File: config.mk
export PLATFORM = sky130hd
export DESIGN_NAME = hs_status_regs
export DESIGN_NICKNAME = d
export VERILOG_FILES = /design/src/rtl/hs_status_pkg.sv /design/src/rtl/hs_status_regs.sv /design/src/rtl/hs_sync2.sv
export VERILOG_INCLUDE_DIRS = /design/src /design/src/rtl
export SDC_FILE = /design/constraint.sdc
export NUM_CORES = 1
export LEC_CHECK = 0
export BUFFER_PORTS_ARGS = -buffer_cell sky130_fd_sc_hd__buf_2
export CAP_MARGIN = 20
export CORE_MARGIN = 2
export CORE_UTILIZATION = 45
export CTS_CLUSTER_SIZE = 20
export DETAILED_ROUTE_END_ITERATION = 16
export PLACE_DENSITY = 0.72
export SLEW_MARGIN = 40
export SYNTH_ARGS = -nofsm -noshare
export SYNTH_HDL_FRONTEND = slang
export SYNTH_SLANG_ARGS = --single-unit
File: constraint.sdc
create_clock -name CLK_I -period 1.28 [get_ports CLK_I]
set_input_delay 0.128 -clock CLK_I [delete_from_list [all_inputs] [get_ports CLK_I]]
set_output_delay 0.128 -clock CLK_I [all_outputs]
set_load 0.05 [all_outputs]
File: src/rtl/hs_status_defines.svh
// Constants of the hot swap status register bank.
// Assumes inclusion by bare name from the status module.
`ifndef HS_STATUS_DEFINES_SVH
`define HS_STATUS_DEFINES_SVH

// ----------------------------------------------------------------
// Read byte command codes
// ----------------------------------------------------------------
`define CODE_OUTPUT_VOLTAGE_STATUS 8'h7a
`define CODE_OUTPUT_CURRENT_STATUS 8'h7b
`define CODE_INPUT_STATUS 8'h7c
`define CODE_HOT_SWAP_EXTRA_STATUS 8'h80

// ----------------------------------------------------------------
// Reset value of every status byte
// ----------------------------------------------------------------
`define STATUS_RESET 8'h00

// ----------------------------------------------------------------
// Output voltage status bit positions
// ----------------------------------------------------------------
`define VOUT_OV_WARN_BIT 6
`define VOUT_UV_WARN_BIT 5

// ----------------------------------------------------------------
// Output current status bit positions
// ----------------------------------------------------------------
`define IOUT_OC_FAULT_BIT 7
`define IOUT_OC_WARN_BIT 5

// ----------------------------------------------------------------
// Input status bit positions
// ----------------------------------------------------------------
`define VIN_OV_FAULT_BIT 7
`define VIN_OV_WARN_BIT 6
`define VIN_UV_WARN_BIT 5
`define VIN_UV_FAULT_BIT 4
`define PIN_OP_WARN_BIT 0

// ----------------------------------------------------------------
// Hot swap extra status bit positions
// ----------------------------------------------------------------
`define FET_SHORT_BIT 7
`define UV_LEVEL_BIT 6
`define OV_LEVEL_BIT 5
`define INLIM_BIT 3
`define REASON_HI_BIT 2
`define REASON_LO_BIT 1
`define WARN2_BIT 0

// ----------------------------------------------------------------
// Summary nibble positions (status word bits 15 to 12)
// ----------------------------------------------------------------
`define SUM_VOUT_BIT 3
`define SUM_IOUT_BIT 2
`define SUM_INPUT_BIT 1
`define SUM_EXTRA_BIT 0

`endif

File: src/rtl/hs_status_pkg.sv
// Types shared by the hot swap status register bank.
// Assumes the defines header sits beside it.
package hs_status_pkg;

   // ----------------------------------------------------------------
   // Gate shutdown reason encoding
   // ----------------------------------------------------------------
   typedef enum logic [1:0] {
      REASON_NONE = 2'b00, // Running or turned off by command
      REASON_OC = 2'b01, // Overcurrent timeout
      REASON_UV = 2'b10, // Input undervoltage on pin
      REASON_OV = 2'b11 // Input overvoltage on pin
   } shutdown_reason_t;

   // ----------------------------------------------------------------
   // Event flags from the power monitor and current limiter
   // ----------------------------------------------------------------
   typedef struct packed {
      logic vout_ov_warn; // Monitor: output overvoltage
      logic vout_uv_warn; // Monitor: output undervoltage
      logic iout_oc_warn; // Monitor: current above warning limit
      logic vin_ov_warn; // Monitor: input overvoltage
      logic vin_uv_warn; // Monitor: input undervoltage
      logic pin_op_warn; // Monitor: input overpower
      logic fet_short_suspect; // FET looks shorted
      logic current_limit_active; // Limiter regulating now
      logic oc_timer_expired; // Limit timer ran out
      logic above_second_threshold; // Current above second threshold
      logic below_second_threshold; // Current below second threshold
   } monitor_events_t;

   // ----------------------------------------------------------------
   // Whole state of the status bank
   // ----------------------------------------------------------------
   typedef struct packed {
      logic vout_ov; // Latched output overvoltage warning
      logic vout_uv; // Latched output undervoltage warning
      logic iout_oc_fault; // Latched overcurrent fault
      logic iout_oc_warn; // Latched overcurrent warning
      logic vin_ov_fault; // Latched pin overvoltage
      logic vin_ov_warn; // Latched input overvoltage warning
      logic vin_uv_warn; // Latched input undervoltage warning
      logic vin_uv_fault; // Latched pin undervoltage
      logic pin_op_warn; // Latched overpower warning
      logic fet_short_suspect; // Latched FET doubt
      logic current_limit_active; // Latched limiting flag
      shutdown_reason_t gate_shutdown_reason; // Latched cause
      logic second_current_warning; // Latched second warning
      logic gate_off_seen; // Gate off level of last cycle
      logic [7:0] rd_data; // Byte returned to the host
      logic rd_ack; // Read answered
      logic rd_err; // Read of unknown code
      logic [3:0] summary; // Pending flags per status byte
   } status_state_t;

endpackage : hs_status_pkg

File: src/rtl/hs_status_regs.sv
// Hot swap status register bank answering read byte commands.
// Assumes event flags from same-clock monitor logic, async pin levels.
`timescale 1ns/10ps

`include "hs_status_defines.svh"

module hs_status_regs
   import hs_status_pkg::*;
(
   // Clock and reset
   input wire logic CLK_I,
   input wire logic RST_I,
   // Read byte request from the bus engine
   input wire logic READ_I,
   input wire logic [7:0] CODE_I,
   output logic [7:0] DATA_O,
   output logic ACK_O,
   output logic ERR_O,
   // Clear of all latched bits
   input wire logic CLEAR_I,
   // Monitor and limiter events
   input wire monitor_events_t MON_EVENTS_I,
   input wire logic GATE_OFF_I,
   input wire logic SECOND_CURRENT_POLARITY_I,
   // Comparator pins, asynchronous
   input wire logic UV_CMP_PIN_I,
   input wire logic OV_CMP_PIN_I,
   // Summary of pending bytes
   output logic [3:0] SUMMARY_O
);

   // ----------------------------------------------------------------
   // Declarations
   // ----------------------------------------------------------------
   status_state_t st; // Current state
   status_state_t next_st; // Next state
   logic [1:0] cmp_sync; // Synchronised comparator levels
   logic undervoltage_comparator_level; // UV pin below threshold
   logic overvoltage_comparator_level; // OV pin above threshold
   logic [7:0] vout_byte; // Assembled bytes
   logic [7:0] iout_byte;
   logic [7:0] input_byte;
   logic [7:0] extra_byte;
   logic warn2_hit; // Second threshold crossed as selected
   logic gate_rise; // Gate drive just turned off
   logic oc_shutdown; // Overcurrent timeout with gate down

   // ----------------------------------------------------------------
   // Comparator pin synchroniser
   // ----------------------------------------------------------------
   hs_sync2 #(
      .W(2)
   ) cmp_sync_u (
      .CLK_I(CLK_I),
      .RST_I(RST_I),
      .async_i({UV_CMP_PIN_I, OV_CMP_PIN_I}),
      .sync_o(cmp_sync)
   );

   assign undervoltage_comparator_level = cmp_sync[1];
   assign overvoltage_comparator_level = cmp_sync[0];

   // ----------------------------------------------------------------
   // Event decode
   // ----------------------------------------------------------------
   // Polarity high selects over, low selects under
   assign warn2_hit = SECOND_CURRENT_POLARITY_I ?
      MON_EVENTS_I.above_second_threshold :
      MON_EVENTS_I.below_second_threshold;
   assign gate_rise = GATE_OFF_I && !st.gate_off_seen;
   assign oc_shutdown = MON_EVENTS_I.oc_timer_expired && GATE_OFF_I;

   // ----------------------------------------------------------------
   // Byte assembly from next state and synchronised pin levels; reserved bits zero
   // ----------------------------------------------------------------
   always_comb
   begin
      vout_byte = `STATUS_RESET;
      vout_byte[`VOUT_OV_WARN_BIT] = next_st.vout_ov;
      vout_byte[`VOUT_UV_WARN_BIT] = next_st.vout_uv;
      iout_byte = `STATUS_RESET;
      iout_byte[`IOUT_OC_FAULT_BIT] = next_st.iout_oc_fault;
      iout_byte[`IOUT_OC_WARN_BIT] = next_st.iout_oc_warn;
      input_byte = `STATUS_RESET;
      input_byte[`VIN_OV_FAULT_BIT] = next_st.vin_ov_fault;
      input_byte[`VIN_OV_WARN_BIT] = next_st.vin_ov_warn;
      input_byte[`VIN_UV_WARN_BIT] = next_st.vin_uv_warn;
      input_byte[`VIN_UV_FAULT_BIT] = next_st.vin_uv_fault;
      input_byte[`PIN_OP_WARN_BIT] = next_st.pin_op_warn;
      extra_byte = `STATUS_RESET;
      extra_byte[`FET_SHORT_BIT] = next_st.fet_short_suspect;
      extra_byte[`UV_LEVEL_BIT] = undervoltage_comparator_level;
      extra_byte[`OV_LEVEL_BIT] = overvoltage_comparator_level;
      extra_byte[`INLIM_BIT] = next_st.current_limit_active;
      extra_byte[`REASON_HI_BIT:`REASON_LO_BIT] =
         next_st.gate_shutdown_reason;
      extra_byte[`WARN2_BIT] = next_st.second_current_warning;
   end

   // ----------------------------------------------------------------
   // Next state: latch events, clear on request, answer reads
   // ----------------------------------------------------------------
   always_comb
   begin
      next_st = st;
      // Clear first; a same-cycle event then sets again
      if (CLEAR_I)
      begin
         next_st.vout_ov = 1'b0;
         next_st.vout_uv = 1'b0;
         next_st.iout_oc_fault = 1'b0;
         next_st.iout_oc_warn = 1'b0;
         next_st.vin_ov_fault = 1'b0;
         next_st.vin_ov_warn = 1'b0;
         next_st.vin_uv_warn = 1'b0;
         next_st.vin_uv_fault = 1'b0;
         next_st.pin_op_warn = 1'b0;
         next_st.fet_short_suspect = 1'b0;
         next_st.current_limit_active = 1'b0;
         next_st.gate_shutdown_reason = REASON_NONE;
         next_st.second_current_warning = 1'b0;
      end
      // Output voltage warnings
      if (MON_EVENTS_I.vout_ov_warn)
      begin
         next_st.vout_ov = 1'b1;
      end
      if (MON_EVENTS_I.vout_uv_warn)
      begin
         next_st.vout_uv = 1'b1;
      end
      // Output current fault and warning
      if (oc_shutdown)
      begin
         next_st.iout_oc_fault = 1'b1;
      end
      if (MON_EVENTS_I.iout_oc_warn)
      begin
         next_st.iout_oc_warn = 1'b1;
      end
      // Input pin faults from comparators
      if (overvoltage_comparator_level)
      begin
         next_st.vin_ov_fault = 1'b1;
      end
      if (undervoltage_comparator_level)
      begin
         next_st.vin_uv_fault = 1'b1;
      end
      // Input monitor warnings
      if (MON_EVENTS_I.vin_ov_warn)
      begin
         next_st.vin_ov_warn = 1'b1;
      end
      if (MON_EVENTS_I.vin_uv_warn)
      begin
         next_st.vin_uv_warn = 1'b1;
      end
      if (MON_EVENTS_I.pin_op_warn)
      begin
         next_st.pin_op_warn = 1'b1;
      end
      // Hot swap extra flags
      if (MON_EVENTS_I.fet_short_suspect)
      begin
         next_st.fet_short_suspect = 1'b1;
      end
      if (MON_EVENTS_I.current_limit_active)
      begin
         next_st.current_limit_active = 1'b1;
      end
      if (warn2_hit)
      begin
         next_st.second_current_warning = 1'b1;
      end
      // Reason captured when the gate goes down
      if (gate_rise)
      begin
         if (oc_shutdown)
         begin
            next_st.gate_shutdown_reason = REASON_OC;
         end
         else if (overvoltage_comparator_level)
         begin
            next_st.gate_shutdown_reason = REASON_OV;
         end
         else if (undervoltage_comparator_level)
         begin
            next_st.gate_shutdown_reason = REASON_UV;
         end
         else
         begin
            next_st.gate_shutdown_reason = REASON_NONE;
         end
      end
      next_st.gate_off_seen = GATE_OFF_I;
      // Summary of bytes holding any set bit
      next_st.summary[`SUM_VOUT_BIT] = |vout_byte;
      next_st.summary[`SUM_IOUT_BIT] = |iout_byte;
      next_st.summary[`SUM_INPUT_BIT] = |input_byte;
      next_st.summary[`SUM_EXTRA_BIT] = |extra_byte;
      // Read answer, one cycle after the request
      next_st.rd_ack = READ_I;
      next_st.rd_err = 1'b0;
      next_st.rd_data = `STATUS_RESET;
      if (READ_I)
      begin
         unique case (CODE_I)
            `CODE_OUTPUT_VOLTAGE_STATUS: next_st.rd_data = vout_byte;
            `CODE_OUTPUT_CURRENT_STATUS: next_st.rd_data = iout_byte;
            `CODE_INPUT_STATUS: next_st.rd_data = input_byte;
            `CODE_HOT_SWAP_EXTRA_STATUS: next_st.rd_data = extra_byte;
            // Unknown code answers zero with error
            default: next_st.rd_err = 1'b1;
         endcase
      end
   end

   // ----------------------------------------------------------------
   // State register
   // ----------------------------------------------------------------
   always_ff @(posedge CLK_I or posedge RST_I)
   begin
      if (RST_I)
      begin
         st <= '0;
      end
      else
      begin
         st <= next_st;
      end
   end

   // ----------------------------------------------------------------
   // Outputs, all from flip-flops
   // ----------------------------------------------------------------
   assign DATA_O = st.rd_data;
   assign ACK_O = st.rd_ack;
   assign ERR_O = st.rd_err;
   assign SUMMARY_O = st.summary;
endmodule : hs_status_regs

File: src/rtl/hs_sync2.sv
// Two flip-flop synchroniser for a group of asynchronous levels.
// Assumes the levels change slowly against the clock.
`timescale 1ns/10ps

module hs_sync2 #(
   parameter int W = 2
) (
   // Clock and reset
   input wire logic CLK_I,
   input wire logic RST_I,
   // Levels
   input wire logic [W-1:0] async_i,
   output logic [W-1:0] sync_o
);

   // ----------------------------------------------------------------
   // State: first stage read only by second stage
   // ----------------------------------------------------------------
   typedef struct packed {
      logic [W-1:0] meta; // First stage
      logic [W-1:0] stable; // Second stage
   } sync_state_t;

   sync_state_t st; // Current state
   sync_state_t next_st; // Next state

   // Shift chain
   always_comb
   begin
      next_st.meta = async_i;
      next_st.stable = st.meta;
   end

   // State register
   always_ff @(posedge CLK_I or posedge RST_I)
   begin
      if (RST_I)
      begin
         st <= '0;
      end
      else
      begin
         st <= next_st;
      end
   end

   assign sync_o = st.stable;

endmodule : hs_sync2

Yosys cells after proc, flatten, opt, wreduce, memory -nomap -nowiden
Cells that the tools add are included.
Storage, ports and cells
  input bits: 27
  logic and storage cells: 54
  output and inout port bits: 14
  bits in registers: 33
Cells by class
  reductions and logical operators: 8
  equality and inequality tests: 4
  muxes and demuxes: 22
Operators with widths (count)
  8-bit case mux with 4 select lines: 1
  8-bit by 7-bit equality test with 1-bit output (second input constant): 3
  1-bit 2-to-1 mux: 15
  14-bit 2-to-1 mux: 1
  8-bit equality test (second input constant): 1
  2-bit 2-to-1 mux: 4
  8-bit 2-to-1 mux: 1
  7-bit OR reduction: 1
  5-bit OR reduction: 1
  2-bit OR reduction: 2
  4-bit OR reduction: 1
  1-bit logical AND: 2
  1-bit zero test: 1

Depth between registers and ports, before layout
  depth after elaboration: 6
  gate-level depth with buffers: 6
  mapped depth without buffers: 5

Hierarchy
A second synthesis with hierarchy kept.
Unflattened totals
  cells, all modules: 119
  area total of the unflattened synthesis: 1330.0 sq um
Modules (own cells, without submodules)
  hs_status_regs: instances 1, area an instance 1226.2 sq um, seq. area each 725.7 sq um, cells an instance 114
  hs_sync2: instances 1, area an instance 103.8 sq um, seq. area each 100.1 sq um, cells an instance 5

Worst setup path after synthesis
OpenSTA, ideal clock, no wires.
  kind: register to register
  from: register st[14] in the netlist's numbering
  to: register st, in the netlist SUMMARY_O[0]
  stages on the path, launching flop included: 5
  setup time: 138 ps
  required time: 1142 ps
  path slack: -41 ps
  clock period less this slack: 1321 ps
  arrival time: 1182 ps
  path through: dfrtp_1 nand2b_1 nor3_1 a21oi_1 or4_1
RTL lines
  start, declared: line hs_status_regs.sv:35  | status_state_t st;
  start signal, assigned: line hs_status_regs.sv:230  | st <= next_st;

==> results.py <==
metrics = {
    "worst_setup_path": {
        "regToRegStartpoint": "st[14]",
        "critical_path.cell_chain": "nand2b_4, nand3_2, o31ai_2, or4_1",
        "crit_required_ns": 1.48,
        "worstSetupPathType": "flop to flop",
        "end_kind": "flop",
        "cp_num_buf_inv": 0,
        "r2r-end": "SUMMARY_O[0]",
        "r2r_setup_slack_ns": -0.006,
        "worstPathArrival_ns": 1.49,
        "path_delay_family": "simple AND/OR/NAND/NOR gates",
        "ff2ff_path_depth": 4,
        "cp-start-kind": "flop",
        "slowest_stage": "or4_1",
        "critical-path-max-stage-delay_ns": 0.49,
        "path_max_fanout": 4,
    },
    "synth": {
        "synth.area.top_cells": "dfrtp_1, buf_4, a21o_1",
        "syn-cell-area_mm2": 0.001350,
        "postSynthCellCount": 114,
        "yosysSeqAreaShare_pct": 61.17,
        "yosys.area.top_type": "dfrtp_1",
        "yosysUniqueCellTypes": 35,
        "synth_nets": 141,
        "yosysTopAreaCellShare_pct": 61.17,
        "syn_area_per_cell_um2": 11.84,
        "ys_seq_elements": 33,
        "yosysWarnings": 0,
    },
    "clocking": {
        "clkTransAtPathRegs_ns": 0.09,
        "insertion_delay_ns": 0.32,
        "cts-htree-levels": 2,
        "clock-sinks": 33,
        "cts_buffers": 5,
        "root_buffer": "clkbuf_4",
        "post_cts_buffers": 0,
        "clockBufferDepth": 2,
        "cts_tree": "done",
    },
    "detailed_routing": {
        "drc_errors": 2,
        "drt_iter0_markers": 27,
        "routed_via_density": 5.168,
        "post_drt_wl_per_cell_um": 13.97,
        "firstDrtPassIters": 10,
        "wirelength_mm": 2.668,
        "antenna_left": 0,
        "dr_total_vias": 987,
    },
    "timing": {
        "min_period_over_period_pct": 100.4,
        "relSlewSlack_pct": 73.34,
        "layout_setup_ws_ns": -0.005555,
        "tightest_slew_ns": 0.3999,
        "fmax_ghz": 0.7779,
        "finalCriticalPeriod_ns": 1.286,
        "final_hold_viol_count": 0,
        "setup_violations": 1,
        "finClkSkew_ns": 0.004301,
        "slew_viol_final": 0,
        "rsz0062_at_grt": "true",
        "setup-tns-final_ns": -0.005555,
    },
    "final_layout": {
        "final_nets": 188,
        "final_common_cell": "buf_2",
        "area_delta_synth_final_pct": 24.75,
        "layout_common_cells": "buf_2, dfrtp_1, buf_4, nand2_1",
        "fin_area_mm2": 0.001684,
        "antenna_cells": 0,
        "drive_gt1_share_pct": 43.75,
    },
    "global_route": {
        "grt_pass1_wl_mm": 4.409,
        "track_usage_pct": 17.90,
        "antenna_found_initial": 0,
        "grt_pass1_vias": 1037,
        "grt_max_degree": 34,
        "grt-ovfl-total": 0,
    },
    "power_and_ir_drop": {
        "p_int_mw": 1.385,
        "p_clk_share_pct": 26.9,
        "powerDensity_mw_per_mm2": 1093,
        "switching_share_pct": 24.73,
        "p_leak_nw": 0.8147,
        "pwr-share-comb_pct": 13.1,
        "seqPwrFrac_pct": 60.0,
        "ir_drop_mv": 0.6515,
        "power.switching_mw": 0.4552,
    },
    "floorplanning": {
        "die-area_mm2": 0.003455,
        "die_h_um": 58.78,
        "pin_count": 41,
        "fp-row-count": 19,
        "dieWidth_um": 58.78,
        "start_util_pct": 48.13,
        "core_area_mm2": 0.002805,
    },
    "status": {
        "status": "complete, but fails checks",
        "violations": "design-rule violations, negative setup slack",
    },
    "placed_design": {
        "post-dp-hpwl_mm": 2.025,
        "gp_congestion": 0.8364,
        "post_dp_cell_area_mm2": 0.001555,
        "dp_slack_ns": -0.03740,
        "portBuffers": 40,
    },
    "worst_hold_path": {
        "hold_class": "input port to flop",
        "min_from": "MON_EVENTS_I[10]",
        "hold_path_depth": 2,
        "holdPathEnd": "st[28]",
    },
    "run": {
        "cap_violations": 0,
    },
}
[stage by stage]
stage	instances	hold WS [ns]	power [mW]	utilization (%)
finish	191	0.02778	1.840	60.04
CTS	190	0.003319	1.858	59.41
floorplan	114	0.1594	1.247	-
global placement	179	0.2214	1.335	55.44
detailed placement	179	0.2329	1.344	55.44
global route	191	0.01824	1.945	60.04
[kinds of logic after synthesis]
logic type / count (synthesis) / synth area share, %
flip-flops: 33 / 61.17
AO/OA/AOI/OAI: 22 / 11.86
buffers and inverters: 18 / 8.989
AND/OR/NAND/NOR: 41 / 17.98
[synthesized netlist by cell type]
cell type and instances:
nand4bb_1 1, o31ai_1 1, nand4_1 2, and3_1 1, and2b_2 2, a22oi_1 1, nor2_1 5, buf_2 1
a221o_1 1, o211a_1 1, a32oi_1 1, dfrtp_1 33, nand2_1 7, inv_2 1, buf_4 12, nand2b_1 3
a22o_1 1, and2_1 1, or2_2 4, o21ai_0 1, o21ai_2 1, buf_6 1, o21bai_1 1, nor4_1 2
nor3b_1 2, and4b_1 2, a211o_1 1, or4_1 1, nor2b_1 4, a21oi_1 4, a31oi_1 2, a21o_1 6
inv_1 3, nand3_1 2, nor3_1 2
[power groups by stage]
stage	clock, mW	combinational, mW	sequential (mW)
global placement	0	0.214	1.12
finish	0.495	0.241	1.10
floorplan	0	0.115	1.13
global route	0.573	0.263	1.11
CTS	0.517	0.238	1.10
detailed placement	0	0.222	1.12
[worst register-to-register path, delay by kind of cell, from the launching register on]
| family | cells | cell delay (ns) |
|---|---|---|
| AO/OA/AOI/OAI | 1 | 0.07 |
| flip-flops | 1 | 0.37 |
| AND/OR/NAND/NOR | 3 | 0.73 |
[worst max path at each step]
stage,from,to,slack (ns),cells after the start
finish,st[14],SUMMARY_O[0],-0.006,4
global route,st[14],SUMMARY_O[0],-0.08,4
CTS,st[14],SUMMARY_O[0],-0.005,4
detailed placement,st[14],SUMMARY_O[0],-0.04,4
global placement,st[14],SUMMARY_O[0],-0.007,4
floorplan,st[15],SUMMARY_O[0],0.0006,2
[routing by layer]
metal / wire length [um] / vias to the layer above / GRT usage (%)
met5: 0 / - / 0
met4: 45 / 0 / 9.091
met3: 168 / 6 / 8.352
met2: 1342 / 27 / 29.05
met1: 1112 / 476 / 19.57
li1: - / 478 / -
[state kept, by name, indices dropped and copies added, names as in the netlist]
register and flops:
ACK_O 1, DATA_O 8, ERR_O 1, SUMMARY_O 4, cmp_sync_u.next_st 2, cmp_sync_u.sync_o 2, st 15
[timing repair]
item                                    4_1_cts  5_1_grt
endpoints found under the hold margin        37        1
pin swaps                                     3        0
endpoints found under the setup margin        2        1
resized for setup                             4        2
hold buffers                                  5        1
[layout make-up]
class / count / area [um^2]
inverters: 4 / 15.01
flip-flops and latches: 33 / 825.8
repair buffers: 54 / 320.3
fillers: 240 / 1121
clock buffers: 5 / 37.54
well taps: 31 / 38.79
clock inverters: 1 / 5.005
multi-input cells: 63 / 441.7
No activity file was read; power rests on OpenSTA's default activity.
